--- config.mk ---
export PLATFORM = sky130hd
export DESIGN_NAME = qcr_regs
export DESIGN_NICKNAME = d
export VERILOG_FILES = /design/src/hw/qcr_pkg.sv /design/src/hw/qcr_regs.sv
export SDC_FILE = /design/constraint.sdc
export NUM_CORES = 1
export LEC_CHECK = 0
export ABC_AREA = 1
export BUFFER_PORTS_ARGS = -buffer_cell sky130_fd_sc_hd__buf_2
export CAP_MARGIN = 10
export CORE_UTILIZATION = 25
export CTS_CLUSTER_DIAMETER = 80
export DETAILED_ROUTE_END_ITERATION = 8
export PLACE_DENSITY_LB_ADDON = 0.15
export SLEW_MARGIN = 30
export SYNTH_ARGS = -nofsm -noshare
export SYNTH_HDL_FRONTEND = slang
export SYNTH_SLANG_ARGS = --single-unit
--- constraint.sdc ---
create_clock -name CLK -period 1.5 [get_ports CLK]
set_input_delay 0.075 -clock CLK [delete_from_list [all_inputs] [get_ports CLK]]
set_output_delay 0.075 -clock CLK [all_outputs]
set_load 0.05 [all_outputs]
--- src/hw/qcr_pkg.sv ---
`default_nettype none
package qcr_pkg;

  // Byte addresses on the 8-bit register address port
  localparam logic [7:0] QCR_TXQ_CMD_OFS   = 8'h80;
  localparam logic [7:0] QCR_RXQ_CMD_OFS   = 8'h82;
  localparam logic [7:0] QCR_DUR_THR_OFS   = 8'h8c;
  localparam logic [7:0] QCR_BYTE_THR_OFS  = 8'h8e;
  localparam logic [7:0] QCR_FRAME_THR_OFS = 8'h9c;
  localparam logic [7:0] QCR_SPACE_REQ_OFS = 8'h9e;
  localparam logic [7:0] QCR_IRQ_STAT_OFS  = 8'ha0;
  localparam logic [7:0] QCR_IRQ_MASK_OFS  = 8'ha2;

  // tx_queue_command fields
  localparam int QCR_TXQ_MAN_BIT  = 0;
  localparam int QCR_TXQ_MON_BIT  = 1;
  localparam int QCR_TXQ_AUTO_BIT = 2;

  // rx_queue_command fields
  localparam int QCR_RXQ_FRAME_EN_BIT   = 5;
  localparam int QCR_RXQ_BYTE_EN_BIT    = 6;
  localparam int QCR_RXQ_DUR_EN_BIT     = 7;
  localparam int QCR_RXQ_FLAG_LSB       = 10;
  localparam int QCR_RXQ_FLAG_MSB       = 12;
  localparam logic [15:0] QCR_RXQ_RO_MASK = 16'h1c00;

  // interrupt_status / mask fields
  localparam int QCR_IRQ_TX_SPACE_BIT = 6;
  localparam int QCR_IRQ_RX_BIT       = 13;
  localparam logic [15:0] QCR_IRQ_USED_MASK = 16'h2040;

  localparam logic [15:0] QCR_REG_RESET = 16'h0000;

  typedef enum logic [2:0]
  {
    QCR_ST_IDLE     = 3'b001,
    QCR_ST_MANUAL   = 3'b010,
    QCR_ST_AUTO_GAP = 3'b100
  } qcr_tx_state_e;

  // Receive-queue levels seen by the threshold comparators
  typedef struct packed {
    logic [15:0] age;
    logic [15:0] bytes;
    logic [15:0] frames;
  } qcr_rx_level_s;

  typedef struct packed {
    qcr_tx_state_e tx_state;
    logic [15:0]   txq_cmd;
    logic [15:0]   rxq_cmd;
    logic [15:0]   dur_thr;
    logic [15:0]   byte_thr;
    logic [15:0]   frame_thr;
    logic [15:0]   space_req;
    logic [15:0]   status;
    logic [15:0]   mask;
    logic          mon_fired;
    logic [15:0]   rdata;
    logic          irq;
    logic          enqueue;
  } qcr_state_s;

endpackage
`default_nettype wire

--- src/hw/qcr_regs.sv ---
// Notes on behaviour
// - Auto-enqueue queues every prepared transmit frame
// - Space monitor raises status bit 6
// - Monitor and manual bits self-clear after transmit
// - Manual enqueue queues exactly one frame
// - Bit 12 flags duration threshold cause
// - Bit 11 flags byte-count threshold cause
// - Bit 10 flags frame-count threshold cause
// - Cause flags refresh on status bit 13 acknowledge
// - Receive interrupt needs matching enable bit
`default_nettype none
module qcr_regs
(
  input  wire logic        CLK,
  input  wire logic        RST,
  input  wire logic [7:0]  ADDR,
  input  wire logic [15:0] WDATA,
  input  wire logic        WR,
  input  wire logic        RD,
  output logic      [15:0] RDATA,
  output logic             IRQ,
  input  wire logic        TX_FRAME_READY,
  input  wire logic        TX_DONE,
  input  wire logic [15:0] TX_FREE,
  output logic             TX_ENQUEUE,
  input  wire logic [15:0] RX_AGE,
  input  wire logic [15:0] RX_BYTES,
  input  wire logic [15:0] RX_FRAMES
);

  qcr_pkg::qcr_state_s    st_reg;
  qcr_pkg::qcr_state_s    st_next;
  qcr_pkg::qcr_rx_level_s rx_lvl;
  logic                   wr_txq;
  logic                   wr_rxq;
  logic                   wr_stat;
  logic [2:0]             rx_cond;
  logic                   space_hit;

  assign rx_lvl.age    = RX_AGE;
  assign rx_lvl.bytes  = RX_BYTES;
  assign rx_lvl.frames = RX_FRAMES;

  assign wr_txq  = WR && (ADDR == qcr_pkg::QCR_TXQ_CMD_OFS);
  assign wr_rxq  = WR && (ADDR == qcr_pkg::QCR_RXQ_CMD_OFS);
  assign wr_stat = WR && (ADDR == qcr_pkg::QCR_IRQ_STAT_OFS);

  // Order matches flag bits 12..10; strict "exceeds" compare
  assign rx_cond[2] = st_reg.rxq_cmd[qcr_pkg::QCR_RXQ_DUR_EN_BIT]
                      && (rx_lvl.age > st_reg.dur_thr);
  assign rx_cond[1] = st_reg.rxq_cmd[qcr_pkg::QCR_RXQ_BYTE_EN_BIT]
                      && (rx_lvl.bytes > st_reg.byte_thr);
  assign rx_cond[0] = st_reg.rxq_cmd[qcr_pkg::QCR_RXQ_FRAME_EN_BIT]
                      && (rx_lvl.frames > st_reg.frame_thr);

  assign space_hit = st_reg.txq_cmd[qcr_pkg::QCR_TXQ_MON_BIT]
                     && !st_reg.mon_fired
                     && (TX_FREE >= st_reg.space_req);

  always_comb
  begin
    st_next         = st_reg;
    st_next.enqueue = 1'b0;
    st_next.rdata   = 16'h0000;

    if (WR)
    begin
      case (ADDR)
        qcr_pkg::QCR_TXQ_CMD_OFS:   st_next.txq_cmd   = WDATA;
        qcr_pkg::QCR_DUR_THR_OFS:   st_next.dur_thr   = WDATA;
        qcr_pkg::QCR_BYTE_THR_OFS:  st_next.byte_thr  = WDATA;
        qcr_pkg::QCR_FRAME_THR_OFS: st_next.frame_thr = WDATA;
        qcr_pkg::QCR_SPACE_REQ_OFS: st_next.space_req = WDATA;
        qcr_pkg::QCR_IRQ_MASK_OFS:
          st_next.mask = WDATA & qcr_pkg::QCR_IRQ_USED_MASK;
        default: ;
      endcase
    end

    // Cause flag positions keep their value across host writes
    if (wr_rxq)
    begin
      st_next.rxq_cmd = (WDATA & ~qcr_pkg::QCR_RXQ_RO_MASK)
                        | (st_reg.rxq_cmd & qcr_pkg::QCR_RXQ_RO_MASK);
    end

    // Acknowledging the receive interrupt samples the live causes
    if (wr_stat && WDATA[qcr_pkg::QCR_IRQ_RX_BIT])
    begin
      st_next.rxq_cmd[qcr_pkg::QCR_RXQ_FLAG_MSB:qcr_pkg::QCR_RXQ_FLAG_LSB]
        = rx_cond;
    end

    // Re-arming the monitor allows one more space event
    if (wr_txq && WDATA[qcr_pkg::QCR_TXQ_MON_BIT])
    begin
      st_next.mon_fired = 1'b0;
    end
    else if (space_hit)
    begin
      st_next.mon_fired = 1'b1;
    end

    // Monitor bit drops once a frame completes, unless rearmed now
    if (TX_DONE && !(wr_txq && WDATA[qcr_pkg::QCR_TXQ_MON_BIT]))
    begin
      st_next.txq_cmd[qcr_pkg::QCR_TXQ_MON_BIT] = 1'b0;
    end

    case (st_reg.tx_state)
      qcr_pkg::QCR_ST_IDLE:
      begin
        // Manual wins if software breaks the exclusivity
        if (st_next.txq_cmd[qcr_pkg::QCR_TXQ_MAN_BIT])
        begin
          st_next.enqueue  = 1'b1;
          st_next.tx_state = qcr_pkg::QCR_ST_MANUAL;
        end
        else if (st_next.txq_cmd[qcr_pkg::QCR_TXQ_AUTO_BIT]
                 && TX_FRAME_READY)
        begin
          st_next.enqueue  = 1'b1;
          st_next.tx_state = qcr_pkg::QCR_ST_AUTO_GAP;
        end
      end
      qcr_pkg::QCR_ST_MANUAL:
      begin
        // One frame per command: no further enqueue until done
        if (TX_DONE)
        begin
          st_next.txq_cmd[qcr_pkg::QCR_TXQ_MAN_BIT] = 1'b0;
          st_next.tx_state = qcr_pkg::QCR_ST_IDLE;
        end
      end
      qcr_pkg::QCR_ST_AUTO_GAP:
      begin
        // Gap lets the ready level fall after the last frame is taken
        st_next.tx_state = qcr_pkg::QCR_ST_IDLE;
      end
      default:
      begin
        st_next.tx_state = qcr_pkg::QCR_ST_IDLE;
      end
    endcase

    // Sticky status: set wins over a same-cycle write-one clear
    if (wr_stat)
    begin
      st_next.status = st_reg.status & ~WDATA;
    end
    if (space_hit)
    begin
      st_next.status[qcr_pkg::QCR_IRQ_TX_SPACE_BIT] = 1'b1;
    end
    if (|rx_cond)
    begin
      st_next.status[qcr_pkg::QCR_IRQ_RX_BIT] = 1'b1;
    end
    st_next.status = st_next.status & qcr_pkg::QCR_IRQ_USED_MASK;

    st_next.irq = |(st_next.status & st_next.mask);

    if (RD)
    begin
      case (ADDR)
        qcr_pkg::QCR_TXQ_CMD_OFS:   st_next.rdata = st_reg.txq_cmd;
        qcr_pkg::QCR_RXQ_CMD_OFS:   st_next.rdata = st_reg.rxq_cmd;
        qcr_pkg::QCR_DUR_THR_OFS:   st_next.rdata = st_reg.dur_thr;
        qcr_pkg::QCR_BYTE_THR_OFS:  st_next.rdata = st_reg.byte_thr;
        qcr_pkg::QCR_FRAME_THR_OFS: st_next.rdata = st_reg.frame_thr;
        qcr_pkg::QCR_SPACE_REQ_OFS: st_next.rdata = st_reg.space_req;
        qcr_pkg::QCR_IRQ_STAT_OFS:  st_next.rdata = st_reg.status;
        qcr_pkg::QCR_IRQ_MASK_OFS:  st_next.rdata = st_reg.mask;
        default:                    st_next.rdata = 16'h0000;
      endcase
    end
  end

  always_ff @(posedge CLK)
  begin
    if (RST)
    begin
      st_reg           <= '0;
      st_reg.tx_state  <= qcr_pkg::QCR_ST_IDLE;
      st_reg.txq_cmd   <= qcr_pkg::QCR_REG_RESET;
      st_reg.rxq_cmd   <= qcr_pkg::QCR_REG_RESET;
      st_reg.status    <= qcr_pkg::QCR_REG_RESET;
      st_reg.mask      <= qcr_pkg::QCR_REG_RESET;
    end
    else
    begin
      st_reg <= st_next;
    end
  end

  assign RDATA      = st_reg.rdata;
  assign IRQ        = st_reg.irq;
  assign TX_ENQUEUE = st_reg.enqueue;
endmodule
`default_nettype wire

---- Word level (Yosys, flattened, before mapping) ----
Index checks and enable logic that the tools add are counted.
storage, ports and cells
  flip-flop bits (word level) ............. 136
  output and inout port bits .............. 18
  word-level logic and storage cells ...... 83
operators by class
  order comparisons ....................... 4
  eq/ne operators ......................... 12
  multiplexer cells ....................... 18
  bitwise gates (word level) .............. 6
  reductions and logical operators ........ 27
operators with widths
  kind                                            number
  one-hot mux 16 bit (8 select lines)             1
  == test 8 bit (second input constant)           8
  2-to-1 mux 16 bit                               4
  greater-than comparator 16 bit                  3
  bitwise AND 14 x 16 -> 16 bit                   1
  >= comparator 16 bit                            1
  bitwise OR 16 x 13 -> 16 bit                    1
  OR reduction 16 bit                             1
  bitwise AND 14 bit                              1
  2-to-1 mux 14 bit                               1
  NOT 14 bit                                      1
  2-to-1 mux 13 bit                               1
  logical AND 1 bit                               12
  2-to-1 mux 3 bit                                4
  AND reduction 2 bit                             6
  OR reduction 2 bit                              4
  2-to-1 mux 1 bit                                6
  one-hot mux 3 bit (2 select lines)              1
  == test 3 x 1 -> 1 bit (second input constant)  1
  == test 3 x 2 -> 1 bit (second input constant)  1
  != test 3 x 2 -> 1 bit (second input constant)  1
  OR reduction 3 bit                              1
  zero test 1 bit                                 2
  != test 2 bit (second input constant)           1
  2 further kinds                                 3

---- Depth between registers and ports, before layout ----
Gate-level depths: netlist of run 1.
  depth in word-level cells ............... 7
  depth in mapped cells ................... 15

---- Worst setup path after synthesis of run 1 ----
Ideal clock, no wire load.
  path kind ............................... reg-to-reg
  start ................................... register st_reg[82] in the netlist's numbering
  end ..................................... register st_reg (netlist bit IRQ)
  arrival time ............................ 1384 ps
  path slack .............................. -3 ps
  stages on the path, launching flop included .. 12
  period minus slack after synthesis ...... 1503 ps
  cells stage by stage .................... dfxtp_1 inv_1 ha_1 nand2_1 nor2_1 nand2_1 nor3_1 a21oi_1 nand2_1 nand2_1 o21ai_0 nand2_1
between the ends
  cells in the longest elaborated chain, start to end .. 6
RTL lines
  element                         RTL line         RTL
  from (decl)                     qcr_regs.sv:31   qcr_pkg::qcr_state_s st_reg;
  from (signal assigned)          qcr_regs.sv:192  st_reg <= st_next;
  greater-than comparator 16 bit  qcr_regs.sv:54   && (rx_lvl.frames > st_reg.frame_thr);
  logical AND 1 bit               qcr_regs.sv:54
  OR reduction 3 bit              qcr_regs.sv:155  if (|rx_cond)
  2-to-1 mux 1 bit                qcr_regs.sv:155
  bitwise AND 14 x 16 -> 16 bit   qcr_regs.sv:161  st_next.irq = |(st_next.status & st_next.mask);
  OR reduction 16 bit             qcr_regs.sv:161
No other way between the ends.
A chain may end at the register's enable or synchronous reset.

---- Final worst setup path of run 1 ----
  start ................................... register st_reg[81] in the netlist's numbering
  end ..................................... register st_reg (netlist bit IRQ)
The elaborated chain is that of the path after synthesis.

==> results_dict.tcl, run 1 <==
set metrics [dict create \
    violations "negative setup slack" \
    timing.final.crit_period_ns 1.632 \
    ys_types 36 \
    critPathLaunchType "flop" \
    dp_hpwl_mm 17.26 \
    totalWireLength_mm 22.26 \
    layout.cells.non_filler 1505 \
    die-area_um2 27770 \
    grt_pass1_vias 6662 \
    ys_seq_elements 122 \
    path_class "flop to flop" \
    rsz0062_at_grt "true" \
    htree_levels 4 \
    root_buffer "clkbuf_16" \
    r2r-start "st_reg[81]$_SDFFE_PP0P_" \
    syn_nets 1083 \
    power_leakage_uw 0.004268 \
    diodes 0 \
    fin_crit_sh 1.088 \
    required_ns 1.80 \
    dp.cells 1461 \
    drc 0 \
    min_to "st_reg[129]$_SDFFE_PP0P_" \
    reg2reg_depth 11 \
    drt-initial-drc-count 291 \
    layout_common_cells "nand2_1 (146), buf_4 (137), buf_2 (111), a21oi_1 (93), dfxtp_1 (87)" \
    multi_input_area_um2 4269 \
    dieWidth_um 166.6 \
    wl_per_cell_um 14.79 \
    peakVddDrop_uv 657.9 \
    fin_skew_ns 0.008058 \
    area_growth_pct 49.59 \
    yosys_warnings 0 \
    rows 59 \
    rrSetupSlack_ns -0.13 \
    finalPower_uw 8551 \
    ys_async_sr_fraction 0 \
    synth.area.top_cells "dfxtp_1 (36%), ha_1 (12%), nand2_1 (9.7%)" \
    setup_tns_ns -0.3201 \
    seq_area_frac_synth 0.3604 \
    min_path_type "primary input to flop" \
    via_per_inst 4.379 \
    io_pins 112 \
    max_freq_mhz 612.7 \
    clock_path_buffers 2 \
    finalSetupViolations 4 \
    drive_gt1_frac 0.4359 \
    clk_latency_ns 0.42 \
    drtAntennaViolNets 0 \
    grt_antenna_before_repair 0 \
    grt_pass1_wl_mm 35.05 \
    tightest_slew_ns 0.4295 \
    relSlewSlack 0.7115 \
    numCtsBuffers 17 \
    outcome "finished, violations left" \
    start_util 0.2571 \
    syn_area_um2 6776 \
    io_buffers 111 \
    holdCritStartpoint "WDATA[14]" \
    crit_slowest_cell "dfxtp_2" \
    crit_fanout 2 \
    hold_path_depth 3 \
    pre_cts_ws_ns -0.3876 \
    nets 1316 \
    via_count 6591 \
    r2r_end "IRQ$_SDFF_PP0_" \
    synth-edff-count 0 \
    max_cap_violations 0 \
    layout_setup_ws_ns -0.1321 \
    largest_reg_flops 104 \
    powerDensity_nw_per_um2 843.5 \
    arrival_ns 1.94 \
    slew_violations 0 \
    nFillCells 2760 \
    synthFlopType "dfxtp_1" \
    layout_commonest_cell "nand2_1" \
    ff_latch_area_um2 2486 \
    cts.sinks 122 \
    cts_tree "built" \
    crit_path_max_incr_delay_ns 0.35 \
    syn_inst 925 \
    grt_max_degree 46 \
    yosys.area.top_type "dfxtp_1" \
    gp_congestion 0.7798 \
    synth_top_area_share 0.3604 \
    crit_path_end_kind "flop" \
    drtPass1Iterations 5 \
    core-area_um2 26350 \
    cts.clk_slew.worst_paths_ns 0.06 \
    path_cells "inv_4 -> ha_4 -> nand2_4 -> nor2_4 -> nand2_4 -> nor3_4 -> a21oi_2 -> nand2_2 -> nand2_2 -> o21ai_2 -> nand2_1" \
    grt-ovfl-total 0 \
    grt_usage 0.1636 \
    hold_viol 0 \
    syn_area_per_cell_um2 7.326 \
    dieHeight_um 166.6 \
]
==> where the power goes <==
| group | internal (µW) | total [µW] | switching, µW | leakage (µW) |
|---|---|---|---|---|
| sequential | 3260 | 3260 | 5.49 | 0.00100 |
| clock | 2940 | 4430 | 1490 | 0.000313 |
| combinational | 379 | 857 | 478 | 0.00295 |
==> worst max path at each step <==
| stage | start | end | slack [ns] |
|---|---|---|---|
| 6_report | st_reg[81]$_SDFFE_PP0P_ | IRQ$_SDFF_PP0_ | -0.13 |
| 5_1_grt | st_reg[81]$_SDFFE_PP0P_ | st_reg[48]$_SDFF_PP0_ | -0.21 |
| 4_1_cts | st_reg[78]$_SDFFE_PP0P_ | IRQ$_SDFF_PP0_ | -0.15 |
| 3_5_place_dp | st_reg[81]$_SDFFE_PP0P_ | IRQ$_SDFF_PP0_ | -0.39 |
| 3_3_place_gp | st_reg[78]$_SDFFE_PP0P_ | IRQ$_SDFF_PP0_ | -0.38 |
| 2_1_floorplan | st_reg[82]$_SDFFE_PP0P_ | IRQ$_SDFF_PP0_ | 0.01 |
==> through the flow <==
stage | utilization | hold slack [ns] | cell area (µm²)
2_1_floorplan | - | 0.1698 | 6777
3_3_place_gp | 0.3273 | 0.2833 | 8625
3_5_place_dp | 0.3273 | 0.2870 | 8625
4_1_cts | 0.3697 | 0.01196 | 9744
5_1_grt | 0.3847 | 0.03613 | 10140
6_report | 0.3847 | 0.03429 | 10140
==> logic make-up (layout without fill, tap and decap cells) <==
kind of cell,Yosys count,in the layout,synth area share
AOI/OAI and AO/OA,258,258,0.2024
buffers and inverters,173,418,0.1158
DFF,122,122,0.3604
adders and majority gates,64,64,0.1182
and+or+nand+nor,308,308,0.2033
==> synthesized netlist by cell type (2+ instances only) <==
master    instances
nand4_1           3
nand2_1         175
o21ai_1          44
buf_6             7
nor2_4            8
nor3_1           18
o21ai_0          83
nand3_2           3
buf_2            12
ha_1             64
nand2_2           6
buf_4            18
nand3_1          22
dfxtp_1         122
a21oi_2          10
nor4_2            2
a21oi_1         109
o211ai_1          2
inv_2             9
clkbuf_1         15
inv_1           111
o21ai_2           2
nor2_2            4
nor2_1           62
o21a_1            3
==> layer usage <==
metal,routed length [µm],part of all wire,up-vias,global-route usage
met5,0,0,-,0
met4,220,0.0099,0,0.04710
met3,747,0.034,14,0.02424
met2,9466,0.43,119,0.2446
met1,11820,0.53,2957,0.2405
li1,-,-,3501,-
==> final cells by class <==
class                      instances  share of cell area
clock inverter                     8             0.01382
clock buffer                      23             0.04814
timing repair buffer             266              0.1853
tap                              335             0.04135
multi-input combinational        630              0.4211
inverter                         121             0.04505
sequential                       122              0.2452
==> worst max-delay path, delay by kind of cell, from the launching register on <==
family	cells	cell delay, ns
compound gates	2	0.20
fa+ha+maj	1	0.27
buf+inv	1	0.05
flops	1	0.35
simple gates	7	0.65
==> repair_timing <==
item / CTS / global route
setup endpoints to repair: 7 / 7
endpoints found under the hold margin: 5 / 0
resized for setup: 108 / 84
hold buffers: 4 / 0
setup buffers: 8 / 3
pin swaps: 34 / 32
Note: power is estimated with default switching activity, not from simulation.
==> run 2, diff against run 1 <==
--- a/config.mk
+++ b/config.mk
@@ -8,10 +8,11 @@
 export ABC_AREA = 1
 export BUFFER_PORTS_ARGS = -buffer_cell sky130_fd_sc_hd__buf_2
 export CAP_MARGIN = 10
-export CORE_UTILIZATION = 25
+export CORE_UTILIZATION = 52
 export CTS_CLUSTER_DIAMETER = 80
 export DETAILED_ROUTE_END_ITERATION = 8
 export PLACE_DENSITY_LB_ADDON = 0.15
+export REMOVE_ABC_BUFFERS = 1
 export SLEW_MARGIN = 30
 export SYNTH_ARGS = -nofsm -noshare
 export SYNTH_HDL_FRONTEND = slang
==> run 2 against run 1 <==
Effect of this change: sequential power hardly changed; final cell count is 12% lower; register-to-register slack worse by 0.03 ns; setup slack worse by 0.030 ns; the flow still finishes with violations (negative setup slack); largest power group unchanged; clock power is 13% lower; combinational power is 3.7% lower; global-route usage is 16 points higher; largest cell class unchanged; critical path depth stayed put; sequential cell count stayed put; die area is 51% lower; hold slack worse by 0.015 ns; count of clock-buffer cells in the layout stayed put.
==> results_dict.tcl, run 2 (synthesis gave the netlist of run 1 again) <==
set metrics [dict create \
    area_growth_pct 39.29 \
    peakVddDrop_uv 622.7 \
    drtPass1Iterations 5 \
    hold_viol 0 \
    crit_fanout 2 \
    totalWireLength_mm 21.60 \
    powerDensity_nw_per_um2 841.5 \
    core-area_um2 12670 \
    cts.clk_slew.worst_paths_ns 0.06 \
    dieWidth_um 116.2 \
    violations "negative setup slack" \
    slew_violations 0 \
    grt-ovfl-total 0 \
    wl_per_cell_um 16.39 \
    path_cells "inv_1 -> ha_1 -> a21oi_1 -> o21a_1 -> nand2_1 -> nand2_1 -> nand2_2 -> nand2_2 -> nand2_2 -> nor2_2 -> nor2_2" \
    grt_pass1_wl_mm 32.08 \
    start_util 0.5348 \
    power_leakage_uw 0.004051 \
    cts_tree "built" \
    dp.cells 1274 \
    io_pins 112 \
    setup_tns_ns -0.7376 \
    tightest_slew_ns 0.4287 \
    drt-initial-drc-count 531 \
    via_per_inst 5.274 \
    layout_setup_ws_ns -0.1624 \
    path_class "flop to flop" \
    dieHeight_um 116.2 \
    cpMostUsedCell "nand2_2" \
    fin_skew_ns 0.009947 \
    dp_hpwl_mm 14.96 \
    finalPower_uw 7943 \
    layout_common_cells "nand2_1 (156), buf_4 (116), buf_2 (111), dfxtp_1 (101), inv_1 (97)" \
    rows 41 \
    drc 0 \
    cts.sinks 122 \
    numCtsBuffers 17 \
    layout.cells.non_filler 1318 \
    diodes 0 \
    die-area_um2 13490 \
    grt_max_degree 74 \
    layout_commonest_cell "nand2_1" \
    relSlewSlack 0.7120 \
    fin_crit_sh 1.108 \
    via_count 6951 \
    timing.final.crit_period_ns 1.662 \
    max_cap_violations 0 \
    grt_antenna_before_repair 0 \
    io_buffers 111 \
    max_freq_mhz 601.5 \
    critPathLaunchType "flop" \
    drive_gt1_frac 0.3709 \
    clk_latency_ns 0.42 \
    largest_reg_flops 104 \
    outcome "finished, violations left" \
    rsz0062_at_grt "true" \
    required_ns 1.80 \
    crit_slowest_cell "dfxtp_1" \
    crit_path_max_incr_delay_ns 0.32 \
    clock_path_buffers 2 \
    nFillCells 953 \
    crit_path_end_kind "flop" \
    min_path_type "primary input to flop" \
    root_buffer "clkbuf_16" \
    finalSetupViolations 6 \
    htree_levels 4 \
    grt_usage 0.3221 \
    grt_pass1_vias 6202 \
    gp_congestion 0.8705 \
    arrival_ns 1.97 \
    nets 1292 \
    drtAntennaViolNets 0 \
]
## run 2: cell types whose count changed in the layout (fill, tap and decap cells not counted), moves of 3 or more
cell,before,now
nand2_2,31,21
buf_4,137,116
ha_1,27,39
buf_12,11,8
dfxtp_1,87,101
nand2_1,146,156
inv_1,76,97
dfxtp_2,35,21
bufinv_16,4,1
ha_4,37,25
inv_2,44,24
## run 2: stage by stage
step | worst slack (ns) | util | area (µm²) | hold slack [ns]
final | -0.1624 | 0.7449 | 9439 | 0.01962
after global placement | -0.3846 | 0.6474 | 8203 | 0.2788
after CTS | -0.1954 | 0.7162 | 9075 | 0.003291
after global routing | -0.2570 | 0.7449 | 9439 | 0.009738
after detailed placement | -0.3410 | 0.6474 | 8203 | 0.2805
after floorplan | -0.3860 | - | 6446 | 0.1441
## run 2: path summary, 6_finish.rpt
kind / to / depth (start not counted) / startpoint / slack [ns]
hold / removal: st_reg[62]$_SDFFE_PP0P_ / 3 / WDATA[11] / 0.02
setup / recovery: st_reg[48]$_SDFF_PP0_ / 11 / st_reg[72]$_SDFFE_PP0P_ / -0.16
hold reg to reg: st_reg[118]$_SDFFE_PP0P_ / 2 / st_reg[118]$_SDFFE_PP0P_ / 0.45
setup reg to reg: st_reg[48]$_SDFF_PP0_ / 11 / st_reg[72]$_SDFFE_PP0P_ / -0.16
## run 2: where the power goes
group | total, µW | switching, µW | leakage (µW) | internal [µW]
Combinational | 825 | 468 | 0.00279 | 357
Clock | 3860 | 1470 | 0.000269 | 2380
Sequential | 3260 | 5.47 | 0.000993 | 3260
Total | 7940 | 1950 | 0.00405 | 5990
## run 2: worst max-delay path, delay by kind of cell, from the launching register on
| family | cells | cell delay [ns] |
|---|---|---|
| AOI/OAI and AO/OA | 2 | 0.31 |
| adders and majority gates | 1 | 0.29 |
| buffers and inverters | 1 | 0.08 |
| DFF | 1 | 0.32 |
| and+or+nand+nor | 7 | 0.54 |
## run 2: final cells by class
class / count / area, µm² / area share
multi-input cells: 630 / 4094 / 0.4337
clock inverters: 8 / 70.07 / 0.007423
inverters: 121 / 454.2 / 0.04812
flip-flops and latches: 122 / 2469 / 0.2615
clock buffers: 23 / 478.0 / 0.05064
well taps: 172 / 215.2 / 0.02280
repair buffers: 242 / 1659 / 0.1758
## run 2: per-layer routing
| layer | part of all wire | vias up | global-route usage |
|---|---|---|---|
| met5 | 0 | - | 0 |
| met4 | 0.018 | 0 | 0.1026 |
| met3 | 0.071 | 34 | 0.06694 |
| met2 | 0.47 | 253 | 0.4972 |
| met1 | 0.44 | 3213 | 0.4498 |
| li1 | - | 3451 | - |
## run 2: repair_timing
item / 4_1_cts / 5_1_grt
setup buffers: 7 / 2
pin swaps: 20 / 32
hold endpoints to repair: 5 / 0
hold buffers: 5 / 0
resized for setup: 56 / 73
endpoints found under the setup margin: 6 / 7
==> run 3, diff against run 2 <==
--- a/config.mk
+++ b/config.mk
@@ -8,7 +8,7 @@
 export ABC_AREA = 1
 export BUFFER_PORTS_ARGS = -buffer_cell sky130_fd_sc_hd__buf_2
 export CAP_MARGIN = 10
-export CORE_UTILIZATION = 52
+export CORE_UTILIZATION = 35
 export CTS_CLUSTER_DIAMETER = 80
 export DETAILED_ROUTE_END_ITERATION = 8
 export PLACE_DENSITY_LB_ADDON = 0.15
==> run 3 against run 2 <==
Effect of this change: the flow still finishes with violations (negative setup slack); critical path depth shrank 1; sequential power is essentially flat; non-clock buffer count shrank 3; final cell count grew 6.5%; global-route usage shrank 10 points; first-iteration DRC count shrank 30%; count of clock-buffer cells in the layout shrank 2; clock power grew 12%; sequential cell count is the same; routed wire length grew 0.94%.
==> results_dict.tcl, run 3 (synthesis gave the netlist of run 1 again) <==
set metrics [dict create \
    peakVddDrop_uv 713.1 \
    crit_fanout 3 \
    crit_path_end_kind "flop" \
    gp_congestion 0.8828 \
    arrival_ns 1.94 \
    tightest_slew_ns 0.3896 \
    root_buffer "clkbuf_16" \
    diodes 0 \
    layout_commonest_cell "nand2_1" \
    die-area_um2 19920 \
    grt_pass1_vias 6247 \
    io_pins 112 \
    wl_per_cell_um 15.53 \
    grt_pass1_wl_mm 33.44 \
    fin_skew_ns 0.009634 \
    relSlewSlack 0.7375 \
    dieWidth_um 141.1 \
    holdWs_ns 0.007935 \
    power_leakage_uw 0.004104 \
    totalWireLength_mm 21.80 \
    rows 50 \
    area_growth_pct 44.41 \
    clock_path_buffers 2 \
    cts.clk_slew.worst_paths_ns 0.06 \
    drt-initial-drc-count 374 \
    cts_tree "built" \
    finalSetupViolations 4 \
    critPathLaunchType "flop" \
    outcome "finished, violations left" \
    numCtsBuffers 17 \
    cts.sinks 122 \
    dieHeight_um 141.1 \
    start_util 0.3599 \
    max_cap_violations 0 \
    nets 1289 \
    grt_antenna_before_repair 0 \
    required_ns 1.85 \
    grt-ovfl-total 0 \
    rsz0062_at_grt "true" \
    crit_slowest_cell "dfxtp_2" \
    layout_common_cells "nand2_1 (147), buf_4 (117), buf_2 (111), dfxtp_1 (92), a21oi_1 (92)" \
    htree_levels 4 \
    layout_setup_ws_ns -0.09203 \
    drc 0 \
    max_freq_mhz 628.1 \
    drtPass1Iterations 5 \
    largest_reg_flops 104 \
    core-area_um2 18830 \
    worst-path-buf-inv 3 \
    drive_gt1_frac 0.4213 \
    clk_latency_ns 0.42 \
    via_per_inst 4.729 \
    path_class "flop to flop" \
    grt_usage 0.2214 \
    via_count 6640 \
    hold_viol 0 \
    drtAntennaViolNets 0 \
    violations "negative setup slack" \
    io_buffers 111 \
    grt_max_degree 44 \
    slew_violations 0 \
    fin_crit_sh 1.061 \
    nFillCells 1855 \
    min_path_type "primary input to flop" \
    powerDensity_nw_per_um2 860.7 \
    timing.final.crit_period_ns 1.592 \
    path_cells "inv_2 -> ha_4 -> nand4_1 -> nor3_2 -> buf_4 -> nand3_2 -> nand3_2 -> nand2_2 -> buf_4 -> a21oi_2" \
    crit_path_max_incr_delay_ns 0.32 \
    setup_tns_ns -0.3313 \
    finalPower_uw 8422 \
    dp_hpwl_mm 16.02 \
    critPathTopFamily "simple AND/OR/NAND/NOR gates" \
]
[run 3: repair_timing]
| action | CTS | global route |
|---|---|---|
| pin swaps | 24 | 31 |
| endpoints found under the hold margin | 3 | 0 |
| hold buffers | 3 | 0 |
| setup endpoints to repair | 6 | 7 |
| buffers inserted | 6 | 3 |
| resized for setup | 78 | 103 |
[run 3: power by group]
group / internal, µW / switching [µW]
registers: 3260 / 5.38
logic: 372 / 482
clock network: 2780 / 1530
[run 3: final timing paths]
check / endpoint / from / slack [ns] / depth (start not counted)
min: st_reg[123]$_SDFFE_PP0P_ / WDATA[8] / 0.008 / 3
max reg2reg: st_reg[18]$_SDFFE_PP0P_ / st_reg[62]$_SDFFE_PP0P_ / -0.09 / 10
min reg2reg: st_reg[119]$_SDFFE_PP0P_ / st_reg[119]$_SDFFE_PP0P_ / 0.45 / 2
max: st_reg[18]$_SDFFE_PP0P_ / st_reg[62]$_SDFFE_PP0P_ / -0.09 / 10
[run 3: worst register-to-register path: stages (launching register included)]
cell     delay, ns
dfxtp_2       0.32
inv_2         0.04
ha_4          0.26
nand4_1       0.18
nor3_2        0.16
buf_4         0.15
nand3_2       0.06
nand3_2       0.07
nand2_2       0.06
buf_4         0.13
a21oi_2       0.09
[run 3: final cells by class]
| cell class | instances | area [µm²] | area share |
|---|---|---|---|
| well taps | 260 | 325.3 | 0.03324 |
| repair buffers | 239 | 1615 | 0.1651 |
| clock buffers | 21 | 480.5 | 0.04910 |
| inverters | 121 | 454.2 | 0.04641 |
| clock inverters | 11 | 142.6 | 0.01458 |
| flip-flops and latches | 122 | 2480 | 0.2534 |
| multi-input cells | 630 | 4288 | 0.4382 |
[run 3: routing by layer]
| layer | GRT usage | routed length [µm] | share of wire | up-vias |
|---|---|---|---|---|
| li1 | - | - | - | 3442 |
| met5 | 0 | 0 | 0 | - |
| met3 | 0.04076 | 913 | 0.042 | 17 |
| met1 | 0.3079 | 10700 | 0.49 | 3052 |
| met4 | 0.06522 | 272 | 0.012 | 0 |
| met2 | 0.3468 | 9914 | 0.45 | 129 |
[run 3: metrics by stage]
step                        util  area (µm²)  worst slack, ns  std cells
after floorplan                -        6446          -0.3860        873
after global placement    0.4400        8285          -0.3606       1360
after detailed placement  0.4400        8285          -0.3549       1360
after CTS                 0.4932        9288          -0.1719       1401
after global routing      0.5197        9786          -0.1837       1404
final                     0.5197        9786         -0.09203       1404
